<file path="config.mk">
export PLATFORM = sky130hd
export DESIGN_NAME = ubs_top
export DESIGN_NICKNAME = d
export VERILOG_FILES = /design/src/core/ubs_pkg.sv /design/src/core/ubs_sync.sv /design/src/core/ubs_baud_gen.sv /design/src/core/ubs_top.sv
export VERILOG_INCLUDE_DIRS = /design/src /design/src/core
export SDC_FILE = /design/constraint.sdc
export NUM_CORES = 1
export LEC_CHECK = 0
export BUFFER_PORTS_ARGS = -buffer_cell sky130_fd_sc_hd__buf_2
export CORE_MARGIN = 5
export CORE_UTILIZATION = 50
export CTS_CLUSTER_DIAMETER = 60
export DETAILED_ROUTE_END_ITERATION = 7
export GPL_TIMING_DRIVEN = 0
export PLACE_DENSITY = 0.65
export RECOVER_POWER = 100
export SETUP_SLACK_MARGIN = 0.05
export SYNTH_ARGS = -nofsm -noshare
export SYNTH_HDL_FRONTEND = slang
export SYNTH_HIERARCHICAL = 1
export SYNTH_SLANG_ARGS = --single-unit
</file>
<file path="constraint.sdc">
create_clock -name ref_clk -period 4.6 [get_ports ref_clk]
set_input_delay 0.23 -clock ref_clk [delete_from_list [all_inputs] [get_ports ref_clk]]
set_output_delay 0.23 -clock ref_clk [all_outputs]
set_load 0.02 [all_outputs]
</file>
<file path="src/core/ubs_defines.svh">
// Constants of the UART baud, status and frame-format block.
// Assumes byte-wide registers at the byte addresses below on a plain strobe port.
// Behaviour
// - Any write to the status register clears every status flag, unless a reception completes in the same cycle.
// - Framing error, bit 0, reflects start/stop check of each completed reception.
// - Framing, overrun and parity flags are held at zero in transmit mode.
// - Overrun, bit 1, sets when a character completes while the old one is unread.
// - The unread condition survives stop and restart of reception.
// - Parity error, bit 2, reflects parity check of every received character.
// - Buffer-full, bit 3, sets on transmit data write, clears on shift load.
// - Buffer-full is held at zero in receive mode.
// - Frame: start, 5 to 8 data, optional parity, one or two stops.
// - Bit order and line polarity are selectable for input and output.
// - Baud generator counts the clock chosen by the two clock-select bits.
// - Count reaches 4096 cycles per bit; register holds frequency/baud minus one.
// - Counts of 0007H or lower read back but count as 0008H.
// - Clock select: 00 slow, 01 doubled slow, 1x fast clock.
// - Length field: 00 eight, 01 seven, 10 six, 11 five data bits.
// - Parity field: 00 even, 01 odd, 1x no parity bit.
// - Mode bit 4 two stops, bit 5 negative logic, bit 6 MSB first.
`ifndef UBS_DEFINES_SVH
`define UBS_DEFINES_SVH

// ----------------------------------------------------------------
// Register addresses
// ----------------------------------------------------------------
`define UBS_ADDR_BUF 16'hf290
`define UBS_ADDR_CTRL 16'hf291
`define UBS_ADDR_MODE_A 16'hf292
`define UBS_ADDR_MODE_B 16'hf293
`define UBS_ADDR_BAUD_LO 16'hf294
`define UBS_ADDR_BAUD_HI 16'hf295
`define UBS_ADDR_STAT 16'hf296

// ----------------------------------------------------------------
// Field positions and reset values
// ----------------------------------------------------------------
`define UBS_EN_BIT 0
`define UBS_IO_BIT 0
`define UBS_CK_LO_BIT 1
`define UBS_CK_HI_BIT 2
`define UBS_LG_LO_BIT 0
`define UBS_LG_HI_BIT 1
`define UBS_PT_LO_BIT 2
`define UBS_PT_HI_BIT 3
`define UBS_STP_BIT 4
`define UBS_NEG_BIT 5
`define UBS_DIR_BIT 6
`define UBS_FER_BIT 0
`define UBS_OER_BIT 1
`define UBS_PER_BIT 2
`define UBS_FUL_BIT 3
`define UBS_BAUD_RESET 16'h00ff
`define UBS_BYTE_RESET 8'h00

// ----------------------------------------------------------------
// Counter and frame sizes
// ----------------------------------------------------------------
`define UBS_DIV_W 12
`define UBS_MIN_DIV 12'h008
`define UBS_DATA_MAX 4'h8
`define UBS_SYNC_RX 0
`define UBS_SYNC_SLOW 1
`define UBS_SYNC_SLOW2X 2
`define UBS_SYNC_FAST 3
`define UBS_SYNC_W 4

`endif

</file>
<file path="src/core/ubs_pkg.sv">
// Types of the UART baud, status and frame-format block.
// Assumes ubs_defines.svh is on the include path.
`include "ubs_defines.svh"
package ubs_pkg;

    // Frame sequencer states, shared by transmit and receive
    typedef enum logic [2:0] {ST_IDLE, ST_START, ST_DATA, ST_PAR, ST_STOP} ubs_state_t;

    // Register port request
    typedef struct packed {
        logic [15:0] addr;
        logic [7:0] wdata;
        logic wr;
        logic rd;
    } ubs_bus_req_t;

    // Three-stage synchroniser state
    typedef struct packed {
        logic [`UBS_SYNC_W-1:0] s1;
        logic [`UBS_SYNC_W-1:0] s2;
        logic [`UBS_SYNC_W-1:0] s3;
        logic [`UBS_SYNC_W-1:0] q;
    } ubs_sync_st_t;

    // Baud generator state
    typedef struct packed {
        logic [`UBS_DIV_W-1:0] cnt;
    } ubs_baud_st_t;

    // Top-level state
    typedef struct packed {
        ubs_state_t st;
        logic [7:0] shreg;
        logic [2:0] bitcnt;
        logic stopcnt;
        logic par_acc;
        logic fer_acc;
        logic per_acc;
        logic [7:0] buf_data;
        logic en;
        logic [7:0] mode_a;
        logic [7:0] mode_b;
        logic [15:0] baud;
        logic fer;
        logic oer;
        logic per;
        logic ful;
        logic unread;
        logic txd;
        logic pin;
        logic [7:0] rdata;
        logic src_prev;
    } ubs_top_st_t;

endpackage : ubs_pkg

</file>
<file path="src/core/ubs_sync.sv">
// Three-flop synchroniser for pin-level inputs.
// Assumes inputs are asynchronous to ref_clk.
`timescale 1ns/1ps
`include "ubs_defines.svh"
module ubs_sync
(
    input wire logic ref_clk,
    input wire logic rst,
    input wire logic [`UBS_SYNC_W-1:0] d_in,
    output logic [`UBS_SYNC_W-1:0] q_out
);
    ubs_pkg::ubs_sync_st_t r_q;
    ubs_pkg::ubs_sync_st_t r_d;

    // ----------------------------------------------------------------
    // Next state: output follows once stages two and three agree
    // ----------------------------------------------------------------
    always_comb
    begin
        r_d = r_q;
        r_d.s1 = d_in;
        r_d.s2 = r_q.s1;
        r_d.s3 = r_q.s2;
        r_d.q = (r_q.s2 & ~(r_q.s2 ^ r_q.s3)) | (r_q.q & (r_q.s2 ^ r_q.s3));
    end

    // State register, idle lines read high
    always_ff @(posedge ref_clk)
    begin
        if (rst)
            r_q <= '1;
        else
            r_q <= r_d;
    end

    assign q_out = r_q.q;

endmodule : ubs_sync

</file>
<file path="src/core/ubs_baud_gen.sv">
// Baud rate counter producing bit-end and mid-bit ticks.
// Assumes src_tick is one cycle per selected source clock rising edge.
`timescale 1ns/1ps
`include "ubs_defines.svh"
module ubs_baud_gen
(
    input wire logic ref_clk,
    input wire logic rst,
    input wire logic src_tick,
    input wire logic restart,
    input wire logic [`UBS_DIV_W-1:0] divisor,
    output logic bit_tick,
    output logic mid_tick
);
    ubs_pkg::ubs_baud_st_t r_q;
    ubs_pkg::ubs_baud_st_t r_d;
    logic [`UBS_DIV_W-1:0] term;

    // Small counts behave as the minimum count
    assign term = (divisor < `UBS_MIN_DIV) ? `UBS_MIN_DIV : divisor;
    assign bit_tick = src_tick && (r_q.cnt == term);
    assign mid_tick = src_tick && (r_q.cnt == (term >> 1));

    // ----------------------------------------------------------------
    // Counter: term+1 source cycles per bit, reload at terminal count
    // ----------------------------------------------------------------
    always_comb
    begin
        r_d = r_q;
        if (restart)
            r_d.cnt = '0;
        else if (bit_tick)
            r_d.cnt = '0;
        else if (src_tick)
            r_d.cnt = r_q.cnt + 1'b1;
    end

    // State register
    always_ff @(posedge ref_clk)
    begin
        if (rst)
            r_q <= '0;
        else
            r_q <= r_d;
    end

endmodule : ubs_baud_gen

</file>
<file path="src/core/ubs_top.sv">
// UART baud, status and frame-format block with half-duplex sequencer.
// Assumes a plain register port on ref_clk and asynchronous pins and source clocks.
`timescale 1ns/1ps
`include "ubs_defines.svh"
module ubs_top
(
    input wire logic ref_clk,
    input wire logic rst,
    input wire ubs_pkg::ubs_bus_req_t bus_req,
    output logic [7:0] rdata,
    input wire logic serial_in_pin,
    output logic serial_out_pin,
    input wire logic slow_clock,
    input wire logic slow_clock_x2,
    input wire logic fast_clock
);
    ubs_pkg::ubs_top_st_t r_q;
    ubs_pkg::ubs_top_st_t r_d;
    logic [`UBS_SYNC_W-1:0] sync_in;
    logic [`UBS_SYNC_W-1:0] sync_q;
    logic is_rx;
    logic [3:0] len;
    logic [2:0] last_idx;
    logic par_on;
    logic par_odd;
    logic two_stop;
    logic neg;
    logic msb;
    logic rx_bit;
    logic src_lvl;
    logic src_tick;
    logic restart;
    logic bit_tick;
    logic mid_tick;
    logic adv;

    // ----------------------------------------------------------------
    // Bit reversal within the data length
    // ----------------------------------------------------------------
    function automatic logic [7:0] ubs_order(input logic [7:0] d, input logic [3:0] n,
                                             input logic rev);
        logic [7:0] o;
        o = d;
        if (rev)
        begin
            o = '0;
            for (int i = 0; i < 8; i++)
            begin
                if (i < int'(n))
                    o[i] = d[3'(int'(n) - 1 - i)];
            end
        end
        return o;
    endfunction : ubs_order

    // ----------------------------------------------------------------
    // Input synchronisers and mode decode
    // ----------------------------------------------------------------
    assign sync_in = {fast_clock, slow_clock_x2, slow_clock, serial_in_pin};

    ubs_sync u_sync
    (
        .ref_clk(ref_clk),
        .rst(rst),
        .d_in(sync_in),
        .q_out(sync_q)
    );

    // Mode field decode
    assign is_rx = r_q.mode_a[`UBS_IO_BIT];
    assign len = `UBS_DATA_MAX - {2'b00, r_q.mode_b[`UBS_LG_HI_BIT:`UBS_LG_LO_BIT]};
    assign last_idx = 3'(len - 4'h1);
    assign par_on = ~r_q.mode_b[`UBS_PT_HI_BIT];
    assign par_odd = r_q.mode_b[`UBS_PT_LO_BIT];
    assign two_stop = r_q.mode_b[`UBS_STP_BIT];
    assign neg = r_q.mode_b[`UBS_NEG_BIT];
    assign msb = r_q.mode_b[`UBS_DIR_BIT];
    assign rx_bit = sync_q[`UBS_SYNC_RX] ^ neg;

    // Baud source select: 00 slow, 01 doubled slow, 1x fast
    always_comb
    begin
        if (r_q.mode_a[`UBS_CK_HI_BIT])
            src_lvl = sync_q[`UBS_SYNC_FAST];
        else if (r_q.mode_a[`UBS_CK_LO_BIT])
            src_lvl = sync_q[`UBS_SYNC_SLOW2X];
        else
            src_lvl = sync_q[`UBS_SYNC_SLOW];
    end

    assign src_tick = src_lvl && !r_q.src_prev;
    assign adv = is_rx ? mid_tick : bit_tick;

    ubs_baud_gen u_baud
    (
        .ref_clk(ref_clk),
        .rst(rst),
        .src_tick(src_tick),
        .restart(restart),
        .divisor(r_q.baud[`UBS_DIV_W-1:0]),
        .bit_tick(bit_tick),
        .mid_tick(mid_tick)
    );

    // ----------------------------------------------------------------
    // Next state: register port, frame sequencer, flag holds
    // ----------------------------------------------------------------
    always_comb
    begin
        r_d = r_q;
        restart = 1'b0;
        r_d.rdata = `UBS_BYTE_RESET;
        r_d.src_prev = src_lvl;

        // Register writes; sequencer below overrides, so its flag sets and its ful and en clears win
        if (bus_req.wr)
        begin
            case (bus_req.addr)
                `UBS_ADDR_BUF:
                begin
                    if (!is_rx)
                    begin
                        r_d.buf_data = bus_req.wdata;
                        r_d.ful = 1'b1;
                    end
                end
                `UBS_ADDR_CTRL: r_d.en = bus_req.wdata[`UBS_EN_BIT];
                `UBS_ADDR_MODE_A: r_d.mode_a = bus_req.wdata;
                `UBS_ADDR_MODE_B: r_d.mode_b = bus_req.wdata;
                `UBS_ADDR_BAUD_LO: r_d.baud[7:0] = bus_req.wdata;
                `UBS_ADDR_BAUD_HI: r_d.baud[15:8] = bus_req.wdata;
                `UBS_ADDR_STAT:
                begin
                    r_d.fer = 1'b0;
                    r_d.oer = 1'b0;
                    r_d.per = 1'b0;
                    r_d.ful = 1'b0;
                end
                default: ;
            endcase
        end

        // Register reads, data valid in the next cycle only
        if (bus_req.rd)
        begin
            case (bus_req.addr)
                `UBS_ADDR_BUF:
                begin
                    r_d.rdata = r_q.buf_data;
                    if (is_rx)
                        r_d.unread = 1'b0;
                end
                `UBS_ADDR_CTRL: r_d.rdata = {7'h00, r_q.en};
                `UBS_ADDR_MODE_A: r_d.rdata = r_q.mode_a;
                `UBS_ADDR_MODE_B: r_d.rdata = r_q.mode_b;
                `UBS_ADDR_BAUD_LO: r_d.rdata = r_q.baud[7:0];
                `UBS_ADDR_BAUD_HI: r_d.rdata = r_q.baud[15:8];
                `UBS_ADDR_STAT:
                begin
                    r_d.rdata[`UBS_FER_BIT] = r_q.fer;
                    r_d.rdata[`UBS_OER_BIT] = r_q.oer;
                    r_d.rdata[`UBS_PER_BIT] = r_q.per;
                    r_d.rdata[`UBS_FUL_BIT] = r_q.ful;
                end
                default: r_d.rdata = `UBS_BYTE_RESET;
            endcase
        end

        // Frame sequencer
        case (r_q.st)
            ubs_pkg::ST_IDLE:
            begin
                r_d.txd = 1'b1;
                if (r_q.en && !is_rx)
                begin
                    r_d.shreg = ubs_order(r_q.buf_data, len, msb);
                    r_d.ful = 1'b0;
                    r_d.txd = 1'b0;
                    r_d.st = ubs_pkg::ST_START;
                    restart = 1'b1;
                end
                else if (r_q.en && !rx_bit)
                begin
                    r_d.shreg = '0;
                    r_d.fer_acc = 1'b0;
                    r_d.per_acc = 1'b0;
                    r_d.st = ubs_pkg::ST_START;
                    restart = 1'b1;
                end
            end
            ubs_pkg::ST_START:
            begin
                if (adv)
                begin
                    r_d.bitcnt = '0;
                    r_d.st = ubs_pkg::ST_DATA;
                    if (is_rx)
                    begin
                        r_d.par_acc = 1'b0;
                        r_d.fer_acc = rx_bit;
                    end
                    else
                    begin
                        r_d.txd = r_q.shreg[0];
                        r_d.par_acc = r_q.shreg[0];
                        r_d.shreg = r_q.shreg >> 1;
                    end
                end
            end
            ubs_pkg::ST_DATA:
            begin
                if (adv)
                begin
                    if (is_rx)
                    begin
                        r_d.shreg = {rx_bit, r_q.shreg[7:1]};
                        r_d.par_acc = r_q.par_acc ^ rx_bit;
                    end
                    if (r_q.bitcnt == last_idx)
                    begin
                        r_d.stopcnt = 1'b0;
                        r_d.st = par_on ? ubs_pkg::ST_PAR : ubs_pkg::ST_STOP;
                        if (!is_rx)
                            r_d.txd = par_on ? (r_q.par_acc ^ par_odd) : 1'b1;
                    end
                    else
                    begin
                        r_d.bitcnt = r_q.bitcnt + 3'h1;
                        if (!is_rx)
                        begin
                            r_d.txd = r_q.shreg[0];
                            r_d.par_acc = r_q.par_acc ^ r_q.shreg[0];
                            r_d.shreg = r_q.shreg >> 1;
                        end
                    end
                end
            end
            ubs_pkg::ST_PAR:
            begin
                if (adv)
                begin
                    r_d.st = ubs_pkg::ST_STOP;
                    r_d.txd = 1'b1;
                    if (is_rx)
                        r_d.per_acc = rx_bit ^ r_q.par_acc ^ par_odd;
                end
            end
            ubs_pkg::ST_STOP:
            begin
                if (adv)
                begin
                    if (is_rx && !rx_bit)
                        r_d.fer_acc = 1'b1;
                    if (two_stop && !r_q.stopcnt)
                        r_d.stopcnt = 1'b1;
                    else if (is_rx)
                    begin
                        r_d.buf_data = ubs_order(r_q.shreg >> (`UBS_DATA_MAX - len), len, msb);
                        r_d.fer = r_d.fer_acc;
                        r_d.per = r_q.per_acc;
                        if (r_q.unread)
                            r_d.oer = 1'b1;
                        r_d.unread = 1'b1;
                        r_d.st = ubs_pkg::ST_IDLE;
                    end
                    else if (r_q.ful)
                    begin
                        r_d.shreg = ubs_order(r_q.buf_data, len, msb);
                        r_d.ful = 1'b0;
                        r_d.txd = 1'b0;
                        r_d.st = ubs_pkg::ST_START;
                    end
                    else
                    begin
                        r_d.en = 1'b0;
                        r_d.st = ubs_pkg::ST_IDLE;
                    end
                end
            end
            default: r_d.st = ubs_pkg::ST_IDLE;
        endcase

        // Stopping communication abandons a frame in flight
        if (!r_q.en && r_q.st != ubs_pkg::ST_IDLE)
        begin
            r_d.st = ubs_pkg::ST_IDLE;
            r_d.txd = 1'b1;
        end

        // Mode holds on the flags
        if (!is_rx)
        begin
            r_d.fer = 1'b0;
            r_d.oer = 1'b0;
            r_d.per = 1'b0;
        end
        else
        begin
            r_d.ful = 1'b0;
            r_d.txd = 1'b1;
        end
        r_d.pin = r_d.txd ^ neg;
    end

    // ----------------------------------------------------------------
    // State register
    // ----------------------------------------------------------------
    always_ff @(posedge ref_clk)
    begin
        if (rst)
        begin
            r_q <= '0;
            r_q.st <= ubs_pkg::ST_IDLE;
            r_q.baud <= `UBS_BAUD_RESET;
            r_q.txd <= 1'b1;
            r_q.pin <= 1'b1;
            r_q.src_prev <= 1'b1;
        end
        else
            r_q <= r_d;
    end

    // Outputs straight from flops
    assign rdata = r_q.rdata;
    assign serial_out_pin = r_q.pin;

endmodule : ubs_top

</file>
-- Yosys cells after proc, flatten, opt, wreduce, memory -nomap -nowiden
Cells that the tools add are included.
Widths: inputs -> output; s select.
- output and inout bits: 9
- bits in read-only memories: 0
- bits in writable memories: 0
- bits in latches: 0
- memories kept: 0
- input port bits: 32
- flip-flop bits (word level): 103
- bitwise operators: 13
- divide/modulo/power cells: 0
- eq/ne operators: 30
- shift operators: 1
- multipliers: 0
- reduce and logical (&&, ||, !) cells: 36
- multiplexer cells: 156
- add/subtract/negate cells: 13
- magnitude comparators: 17
- operators by type and width (kind ; number):
    $eq 16x16->1 const B ; 7
    $mux 8 ; 14
    $mux 1 ; 91
    $mux 11 ; 5
    $bmux 1 s3 ; 16
    $mux 45 ; 1
    $lt 3x5->1 const B ; 8
    $pmux 8 s4 ; 1
    $ne 2x2->1 const B ; 15
    $pmux 4 s7 ; 1
    $mux 9 ; 3
    $pmux 4 s5 ; 1
    $mux 3 ; 6
    $lt 3x4->1 const A ; 4
    $mux 16 ; 1
    $pmux 3 s5 ; 1
    $mux 14 ; 1
    $add 12x1->12 const B ; 1
    $eq 12x11->1 ; 1
    $eq 12x12->1 ; 1
    $lt 12x4->1 const B ; 1
    $mux 12 ; 1
    $mux 6 ; 2
    $sub 3x3->3 const B ; 4
    39 further kinds ; 79

-- Depth between registers and ports, before layout
Gate-level depths: netlist of run 1.
- depth in word-level cells: 13
- depth in mapped cells: 15
- mapped depth without buffers: 12

-- By module
Netlist of run 1, hierarchy kept.
- by module, submodules not included (module ; cells each ; sequential area each (um^2) ; area each (um^2) ; times used):
    ubs_top ; 538 ; 1501.4 ; 4720.8 ; 1
    ubs_baud_gen ; 111 ; 240.2 ; 969.7 ; 1
    ubs_sync ; 46 ; 320.3 ; 521.8 ; 1

-- Worst setup path before layout of run 1
OpenSTA, ideal clock, no wires.
- path kind: register to register
- start point: reg with a tool-made name
- end point: reg, netlist name r_q[66]
- path buffers: 3
- path slack: 1.600 ns
- period minus slack after synthesis: 3.000 ns
- arrival: 2.879 ns
- stages on the path, launching flop included: 16
- path through: dfxtp_1 buf_4 mux2i_1 nor2_1 a21oi_1 nor2_1 clkbuf_1 and2_1 o2111ai_1 a2111oi_4 buf_6 nor2b_1 o21ai_1 a222oi_1 a21oi_1 o2bb2ai_1

==> results.cfg, run 1 <==
[run_status]
status = finished with violations
violations = capacitance limit, slew limit

[timing]
setup_viol = 0
whs_ns = 0.0443
clock.fmax_mhz = 266
slew_viol_final = 1
clock_skew_ns = 0.00865
slew_headroom_pct = -0.366
fin_tns_setup_ns = 0
rsz0062_at_grt = no
fin_crit_sh_pct = 81.9
fin_crit_ns = 3.77
finalHoldViolations = 0
tightest_slew_ns = 1.47

[route]
wl_mm = 18.1
wl_per_cell_um = 19.7
vias = 5579
drc_errors = 0
first_pass_iters = 8
drt_first_iter_violations = 672
ant_nets = 0
avgViaCountPerCell = 6.07

[cts]
cts_buffers = 9
cts_max_level = 3
cts-root-buf = clkbuf_16
clkTransAtPathRegs_ns = 0.07
cts_tree = yes
clk_latency_ns = 0.36
post_cts_buffers = 0
cts.repair.resized = 0
clk_path_buf_depth = 2
clock-sinks = 103
hold_buffers = 0

[finish]
nets = 785
area_growth_syn_to_layout_pct = 10.3
final_common_cell = dfxtp_1
post-route-cell-area_um2 = 6850
drive_gt1_share_pct = 14.9
layout_common_cells = dfxtp_1, nand2_1, nor2_1
final_core_util_pct = 56.6
diodes = 0

[power_and_ir_drop]
ir_drop_mv = 0.257
p_leak_nw = 2.41
swShare_pct = 23.5
seqPwrFrac_pct = 50.6
clockPowerShare_pct = 45.3
finalPower_mw = 1.77
p_sw_mw = 0.416
power_density_nw_per_um2 = 259
comb_power_share_pct = 4.1
p_int_mw = 1.36

[floorplan]
start_util_pct = 51.3
num_io_pins = 41
core_area_um2 = 12100
die_w_um = 121
die_h_um = 121
dieArea_um2 = 14800
fp-row-count = 40

[synth]
yosysSeqAreaShare_pct = 33.2
synth_area_leaders = dfxtp_1, mux2i_1, mux4_2
synth-async-reset-ratio_pct = 0
synthCells = 695
ys_warn_count = 6
synth_area_per_cell_um2 = 8.94
synth_cell_types = 72
synth_ff_type = dfxtp_1
syn_area_um2 = 6210
synth_largest_area_cell = dfxtp_1
synth_edf_count = 0
ys_ff_latch = 103
synth_top_area_share_pct = 33.2
syn_nets = 734

[global_route]
grt_pass1_wl_mm = 29.1
grt_pass1_vias = 5365
grt_max_degree = 20
grt_antenna_before_repair = 0
gr-total-overflow = 0
track_usage_pct = 25.3

[setup_path]
cp-start-kind = register
end_kind = register
cpPeakStageDelay_ns = 0.70
slowest_stage = a222oi_1
crit_required_ns = 4.84
worstPathArrival_ns = 4.01
crit_family = compound AO/OA/AOI/OAI gates
crit_buf_inv = 3
worstPathMaxFanout = 15
worst-setup-path-type = reg2reg
cp_cell_sequence = clkbuf_4, mux2i_1, nor2_1, a21oi_1, nor2_1, clkbuf_1, and2_1, o2111ai_1, a2111oi_4, buf_6, nor2b_1, o21ai_0, a222oi_1, a21oi_1, o2bb2ai_1

[place]
dpl_cell_area_um2 = 6620
place.gp.congestion = 0.930
io_buffer_count = 40
dp_hpwl_mm = 13.5

[hold_path]
hp-start = slow_clock_x2
hp-class = in2reg

[job]
max_cap_viol_count = 1
[power groups by stage]
stage | Clock [mW] | Combinational, mW | Sequential (mW)
6_report | 0.803 | 0.0727 | 0.897
5_1_grt | 0.854 | 0.0783 | 0.897
4_1_cts | 0.823 | 0.0745 | 0.897
3_5_place_dp | 0 | 0.0743 | 0.918
3_3_place_gp | 0 | 0.0741 | 0.918
2_1_floorplan | 0 | 0.0369 | 0.917
[cell usage after synthesis (4+ instances only)]
master	count
and3_1	7
buf_6	6
or2_2	7
nand4_1	9
mux4_2	16
o211ai_1	5
nand3_1	26
xor2_1	20
o2bb2ai_1	6
a21oi_1	43
o21ai_0	24
a311oi_1	7
nand2b_1	4
nor4_1	14
a211oi_1	10
a22oi_1	18
ha_1	7
buf_4	18
nor2b_1	12
a222oi_1	5
nor3_1	11
nand4b_1	5
nor2_1	52
xnor2_1	18
nand2_1	59
mux2i_1	50
clkbuf_1	25
buf_2	7
a31oi_1	12
inv_1	16
mux2_2	6
dfxtp_1	103
or2_1	6
[flip-flops by register name, indices dropped and copies added, names as in the netlist, named ones only]
name,flops
u_baud/r_q,12
msb,1
par_odd,1
serial_out_pin,1
u_sync/r_q,4
u_sync/r_d,8
is_rx,1
r_q,62
rdata,8
neg,1
[through the flow]
stage                     cells  worst slack [ns]
final                       919             0.834
after detailed placement    903             0.892
after floorplan             695              1.60
after global placement      903             0.987
after CTS                   919             0.888
after global routing        919             0.480
[worst register-to-register path: stages, from the launching register on]
cell       delay [ns]
dfxtp_1          0.36
clkbuf_4         0.13
mux2i_1          0.05
nor2_1           0.09
a21oi_1          0.07
nor2_1           0.11
clkbuf_1         0.30
and2_1           0.18
o2111ai_1        0.15
a2111oi_4        0.37
buf_6            0.24
nor2b_1          0.21
o21ai_0          0.10
a222oi_1         0.70
a21oi_1          0.36
o2bb2ai_1        0.23
[per-layer routing]
metal  global-route usage (%)  part of all wire, %  wire length (µm)  up-vias
li1                         -                    -                 -     2640
met2                     39.4                   45              8230      232
met4                     7.49                  2.4               428        0
met1                     34.7                   45              8210     2670
met5                        0                    0                 0        -
met3                     6.15                  6.7              1220       37
[final timing paths]
kind	end	slack, ns	depth (start not counted)
setup / recovery	r_q[66]$_SDFFE_PP0P_	0.83	15
hold / removal	u_sync/r_d[10]$_SDFF_PP1_	0.04	2
setup reg to reg	r_q[66]$_SDFFE_PP0P_	0.83	15
hold reg to reg	u_sync/r_d[7]$_SDFF_PP1_	0.41	1
[cell type report]
type                            count  area, µm²
Clock inverter                      7       88.8
Buffer                             64        375
Fill cell                        1164       5260
Sequential cell                   103       2060
Inverter                           17       63.8
Timing Repair Buffer               40        188
Tap cell                          168        210
Multi-Input combinational cell    511       3640
Clock buffer                        9        225
[kinds of logic after synthesis]
group	count (synthesis)	synth area share (%)
simple gates	237	20.1
compound gates	157	17.3
flops	103	33.2
buf+inv	81	7.75
mux	72	14.9
xor+xnor	38	5.36
fa+ha+maj	7	1.41
Power figures use the tool's default switching activity.
==> run 2: changes to the inputs <==
--- a/config.mk
+++ b/config.mk
@@ -6,13 +6,14 @@
 export SDC_FILE = /design/constraint.sdc
 export NUM_CORES = 1
 export LEC_CHECK = 0
+export ABC_AREA = 1
 export BUFFER_PORTS_ARGS = -buffer_cell sky130_fd_sc_hd__buf_2
 export CORE_MARGIN = 5
 export CORE_UTILIZATION = 50
 export CTS_CLUSTER_DIAMETER = 60
 export DETAILED_ROUTE_END_ITERATION = 7
 export GPL_TIMING_DRIVEN = 0
-export PLACE_DENSITY = 0.65
+export PLACE_DENSITY = 0.67
 export RECOVER_POWER = 100
 export SETUP_SLACK_MARGIN = 0.05
 export SYNTH_ARGS = -nofsm -noshare
==> constraint.sdc (replaced) <==
create_clock -name ref_clk -period 3.4 [get_ports ref_clk]
set_input_delay 0.17 -clock ref_clk [delete_from_list [all_inputs] [get_ports ref_clk]]
set_output_delay 0.17 -clock ref_clk [all_outputs]
set_load 0.02 [all_outputs]
==> results.cfg, run 2 <==
[cts]
cts_buffers = 9
cts_tree = yes
clk_path_buf_depth = 2
clock-sinks = 103
cts-root-buf = clkbuf_16
cts_max_level = 3
clk_latency_ns = 0.37
clkTransAtPathRegs_ns = 0.08

[power_and_ir_drop]
p_int_mw = 1.99
swShare_pct = 34.1
power_density_nw_per_um2 = 428
seqPwrFrac_pct = 43.6
clockPowerShare_pct = 34.7
p_leak_nw = 3.06
ir_drop_mv = 0.371
comb_power_share_pct = 21.7
p_sw_mw = 1.03

[setup_path]
slowest_stage = dfxtp_1
cp-start-kind = register
cpPeakStageDelay_ns = 0.34
crit_buf_inv = 5
end_kind = register
worst-setup-path-type = reg2reg
cp_common_cell = nand2_1
worstPathArrival_ns = 3.36
crit_required_ns = 3.66
cp_cell_sequence = clkbuf_4, nand2_1, nand3_1, o21ai_0, nor2_2, nand2_1, nor2_1, nand2_1, nor2_1, nand2_1, nor2_2, nand3_2, inv_1, inv_1, o21ai_4, inv_1, nand2_1, nand3_1, nor2_2, clkbuf_4, nand2_1, nor2_1, nor2_1
crit_family = simple AND/OR/NAND/NOR gates
worstPathMaxFanout = 10

[synth]
synth_commonest_cells = nand2_1, inv_1, nor2_1
synthCells = 999
ys_warn_count = 6
synth_top_area_share_pct = 32.4
syn_area_um2 = 6360
synth_cell_types = 45
syn_nets = 1038
synth_ff_type = dfxtp_1
synth_largest_area_cell = dfxtp_1
yosysMostFrequentCell = nand2_1
synth_area_per_cell_um2 = 6.36
synth-async-reset-ratio_pct = 0
yosysSeqAreaShare_pct = 32.4
ys_ff_latch = 103
synth_area_leaders = dfxtp_1, nand2_1, inv_1
synth_edf_count = 0

[global_route]
track_usage_pct = 26.7
grt_antenna_before_repair = 0
gr-total-overflow = 0
grt_pass1_wl_mm = 31.2
grt_pass1_vias = 5931
grt_max_degree = 21

[hold_path]
hp-class = in2reg

[job]
max_cap_viol_count = 0

[timing]
finalHoldViolations = 0
clock.fmax_mhz = 323
fin_crit_ns = 3.10
fin_ws_ns = 0.301
fin_crit_sh_pct = 91.1
whs_ns = 0.132
slew_headroom_pct = 20.7
setup_viol = 0
slew_viol_final = 0
tightest_slew_ns = 1.18
rsz0062_at_grt = no
clock_skew_ns = 0.0125

[route]
first_pass_iters = 6
drt_first_iter_violations = 669
avgViaCountPerCell = 5.33
vias = 6563
drc_errors = 0
ant_nets = 0
wl_per_cell_um = 15.5
wl_mm = 19.0

[finish]
top_regs = r_q (62), u_baud/r_q (12)
post-route-cell-area_um2 = 7050
largest_register_ffs = 62
diodes = 0
fillers = 1312
nets = 1094
final_common_cell = nand2_1
final_cells = 1232
final_core_util_pct = 56.1
area_growth_syn_to_layout_pct = 10.9
layout_common_cells = nand2_1, inv_1, nor2_1
seqCellArea_um2 = 2060
multi_input_area_um2 = 3490
drive_gt1_share_pct = 8.87
largest-register = r_q

[floorplan]
fp-row-count = 41
num_io_pins = 41
die_w_um = 123
die_h_um = 123
dieArea_um2 = 15100
start_util_pct = 50.6
core_area_um2 = 12600

[place]
place.gp.congestion = 0.950
post-place-cells = 1211
dpl_cell_area_um2 = 6770
dp_hpwl_mm = 14.7
dpl_worst_slack_ns = -0.304
io_buffer_count = 40

[run_status]
status = finished clean
==> run 2: cell count changes after synthesis, sizes merged, moves of 15 or more <==
cell / change
o21ai: +54
nand2: +189
a21oi: +15
inv: +122
a22oi: -16
nand3: +38
mux2i: -48
nor4: -16
nor2: +79
o22ai: +16
mux4: -16
==> run 2: routing by layer <==
layer	global-route usage [%]	wire length [µm]	vias up
li1	-	-	3338
met1	37.8	8780	2915
met2	41.0	8280	276
met3	5.16	1640	34
met4	7.98	347	0
met5	0	0	-
==> run 2: metrics by stage <==
stage               setup TNS (ns)  power (mW)
finish                           0        3.02
global route                     0        3.19
CTS                              0        3.02
detailed placement           -2.53        1.97
global placement             -2.55        1.97
floorplan                        0        1.79
==> run 2: worst register-to-register path, cell delays in order, from the launching register on <==
cell,delay [ns]
dfxtp_1,0.34
clkbuf_4,0.12
nand2_1,0.04
nand3_1,0.06
o21ai_0,0.17
nor2_2,0.21
nand2_1,0.07
nor2_1,0.12
nand2_1,0.07
nor2_1,0.14
nand2_1,0.08
nor2_2,0.09
nand3_2,0.13
inv_1,0.09
inv_1,0.06
o21ai_4,0.24
inv_1,0.15
nand2_1,0.10
nand3_1,0.10
nor2_2,0.15
clkbuf_4,0.23
nand2_1,0.07
nor2_1,0.11
nor2_1,0.04
==> run 2: final timing paths <==
| path | startpoint | end | slack [ns] | cells past startpoint |
|---|---|---|---|---|
| worst min-delay path | bus_req[8] | r_q[22]$_SDFFE_PP1P_ | 0.13 | 3 |
| worst max-delay path | register | r_q[65]$_SDFFE_PP0P_ | 0.30 | 23 |
| worst min register to register | u_sync/r_d[9]$_SDFF_PP1_ | u_sync/r_d[5]$_SDFF_PP1_ | 0.41 | 1 |
| worst max register to register | register | r_q[65]$_SDFFE_PP0P_ | 0.30 | 23 |
==> run 2: power groups by stage <==
stage / Sequential (mW) / Combinational [mW] / Clock [mW]
finish: 1.31 / 0.656 / 1.05
global route: 1.32 / 0.743 / 1.12
CTS: 1.31 / 0.639 / 1.07
detailed placement: 1.34 / 0.631 / 0
global placement: 1.34 / 0.629 / 0
floorplan: 1.33 / 0.458 / 0
==> run 2: repair_timing <==
| item | in CTS | in global routing |
|---|---|---|
| setup buffers | 0 | 1 |
| endpoints found under the setup margin | 18 | 18 |
| resized for setup | 3 | 7 |
| pin swaps | 0 | 1 |
| hold endpoints to repair | 4 | 0 |
| hold buffers | 4 | 0 |
==> run 2: cell families after synthesis <==
kind of cell               after synthesis  synth area share, %
xor gates and xnor gates                17                 2.34
buffers and inverters                  181                 12.1
and+or+nand+nor                        492                 33.3
adders and majority gates                7                 1.38
AOI/OAI and AO/OA                      197                 18.1
muxes                                    2                0.315
DFF                                    103                 32.4
==> run 2: final cells by class <==
class,count,area share (%)
plain buffers,39,2.98
clock buffers,9,3.19
clock inverters,7,1.10
inverters,142,7.56
multi-input cells,715,49.5
flip-flops and latches,103,29.3
well taps,172,3.05
repair buffers,45,3.35
==> run 3: changes to the inputs <==
--- a/config.mk
+++ b/config.mk
@@ -7,13 +7,14 @@
 export NUM_CORES = 1
 export LEC_CHECK = 0
 export ABC_AREA = 1
-export BUFFER_PORTS_ARGS = -buffer_cell sky130_fd_sc_hd__buf_2
 export CORE_MARGIN = 5
 export CORE_UTILIZATION = 50
+export CTS_BUF_LIST = sky130_fd_sc_hd__clkbuf_2
 export CTS_CLUSTER_DIAMETER = 60
 export DETAILED_ROUTE_END_ITERATION = 7
+export DONT_BUFFER_PORTS = 1
 export GPL_TIMING_DRIVEN = 0
-export PLACE_DENSITY = 0.67
+export PLACE_DENSITY = 0.65
 export RECOVER_POWER = 100
 export SETUP_SLACK_MARGIN = 0.05
 export SYNTH_ARGS = -nofsm -noshare
==> results.cfg, run 3 (synthesis results as in run 2) <==
[setup_path]
crit_buf_inv = 4
slowest_stage = dlygate4sd3_1
crit_required_ns = 3.92
r2r_slack_ns = 0.36
worstPathArrival_ns = 3.69
cp_cell_sequence = dlygate4sd3_1, or2_2, dlygate4sd3_1, nor3_4, nand3b_1, or2_0, clkbuf_1, clkbuf_1, a211oi_1
worst_r2r_endpoint = r_q[68]$_SDFFE_PP0P_
worstPathMaxFanout = 10
crit_end = r_q[33]$_SDFFE_PP0P_
worst-setup-path-type = in2reg
end_kind = register
cp-start-kind = primary input
cpPeakStageDelay_ns = 0.60
crit_family = buffers and inverters
cp.depth = 9
crit_start = bus_req[20]
ff2ff_path_depth = 23

[route]
avgViaCountPerCell = 5.41
ant_nets = 0
drt_first_iter_violations = 640
first_pass_iters = 5
drc_errors = 0
wl_mm = 19.4
wl_per_cell_um = 15.9
vias = 6611

[timing]
clock_skew_ns = 0.0698
clock.fmax_mhz = 315
tightest_slew_ns = 0.894
setup_viol = 0
slew_headroom_pct = 39.9
slew_viol_final = 0
rsz0062_at_grt = no
finalHoldViolations = 0
fin_ws_ns = 0.230
fin_crit_ns = 3.17
fin_crit_sh_pct = 93.2
whs_ns = 0.0838

[place]
dpl_cell_area_um2 = 6570
post-place-cells = 1171
place.gp.congestion = 0.984
dpl_worst_slack_ns = -0.254
io_buffer_count = 0
dp_hpwl_mm = 14.6

[finish]
drive_gt1_share_pct = 5.62
top_regs = r_q (62), u_baud/r_q (12)
largest_register_ffs = 62
fillers = 1318
nets = 1083
area_growth_syn_to_layout_pct = 9.07
layout_common_cells = nand2_1, inv_1, nor2_1
largest-register = r_q
post-route-cell-area_um2 = 6930
final_common_cell = nand2_1
final_cells = 1222

[floorplan]
dieArea_um2 = 15100
fp-row-count = 41
die_w_um = 123
num_io_pins = 41
die_h_um = 123
start_util_pct = 50.6
core_area_um2 = 12600

[global_route]
grt_pass1_vias = 5870
grt_max_degree = 21
grt_antenna_before_repair = 1
gr-total-overflow = 0
grt_pass1_wl_mm = 30.8
track_usage_pct = 26.4

[hold_path]
hp-class = in2reg

[cts]
clk_latency_ns = 0.68
cts-root-buf = clkbuf_2
cts_max_level = 3
clock-sinks = 103
clkTransAtPathRegs_ns = 0.35
clk_path_buf_depth = 2
cts_tree = yes
cts_buffers = 9

[power_and_ir_drop]
ir_drop_mv = 0.472
swShare_pct = 38.3
clockPowerShare_pct = 23.6
comb_power_share_pct = 25.2
power_density_nw_per_um2 = 374
seqPwrFrac_pct = 51.3
finalPower_mw = 2.59
p_int_mw = 1.60
p_sw_mw = 0.993
p_leak_nw = 2.95

[run_status]
status = finished clean

[job]
max_cap_viol_count = 0
[run 3: cell types whose count changed in the layout (fill, tap and decap cells not counted), sizes merged]
cell         change
diode            +1
clkbuf           -2
dlygate4sd3     +25
buf             -34
[run 3: what timing repair did]
item | CTS | global route
setup buffers | 0 | 5
endpoints found under the setup margin | 16 | 19
pin swaps | 0 | 2
hold endpoints to repair | 90 | 0
resized for setup | 3 | 7
hold buffers | 29 | 0
[run 3: area by class of cell]
type,count,area (µm²),share of cell area (%)
inverter,142,533,7.69
antenna,1,2.50,0.0361
clock inverter,7,72.6,1.05
buffer,39,173,2.49
multi-input combinational,715,3500,50.5
tap,172,215,3.10
timing repair buffer,34,328,4.73
sequential,103,2070,29.8
clock buffer,9,45.0,0.650
[run 3: through the flow]
| step | TNS (ns) | utilization (%) |
|---|---|---|
| floorplan | 0 | - |
| global placement | -1.69 | 52.3 |
| detailed placement | -1.47 | 52.3 |
| CTS | 0 | 55.6 |
| global route | 0 | 55.2 |
| finish | 0 | 55.2 |
[run 3: worst min path at each step]
| stage | from | end | depth (start not counted) |
|---|---|---|---|
| after floorplan | rst | u_sync/r_q[4]$_SDFF_PP1_ | 2 |
| final | rst | r_q[32]$_SDFFE_PP0P_ | 2 |
| after global routing | rst | r_q[39]$_SDFFE_PP0P_ | 2 |
| after global placement | serial_in_pin | u_sync/r_d[8]$_SDFF_PP1_ | 1 |
| after detailed placement | slow_clock_x2 | u_sync/r_d[10]$_SDFF_PP1_ | 1 |
| after CTS | bus_req[22] | rdata[7]$_SDFF_PP0_ | 6 |
[run 3: power groups by stage]
stage	sequential (mW)	clock, mW	combinational (mW)
final	1.33	0.611	0.652
after global routing	1.34	0.672	0.742
after CTS	1.33	0.629	0.630
after detailed placement	1.35	0	0.591
after global placement	1.35	0	0.590
after floorplan	1.33	0	0.458
[run 3: routing by layer]
layer	vias to the layer above	part of all wire (%)	GRT usage, %
met5	-	0	0
met4	0	1.9	6.23
met2	262	44	40.0
met1	3006	46	37.3
li1	3315	-	-
met3	28	8.8	7.14
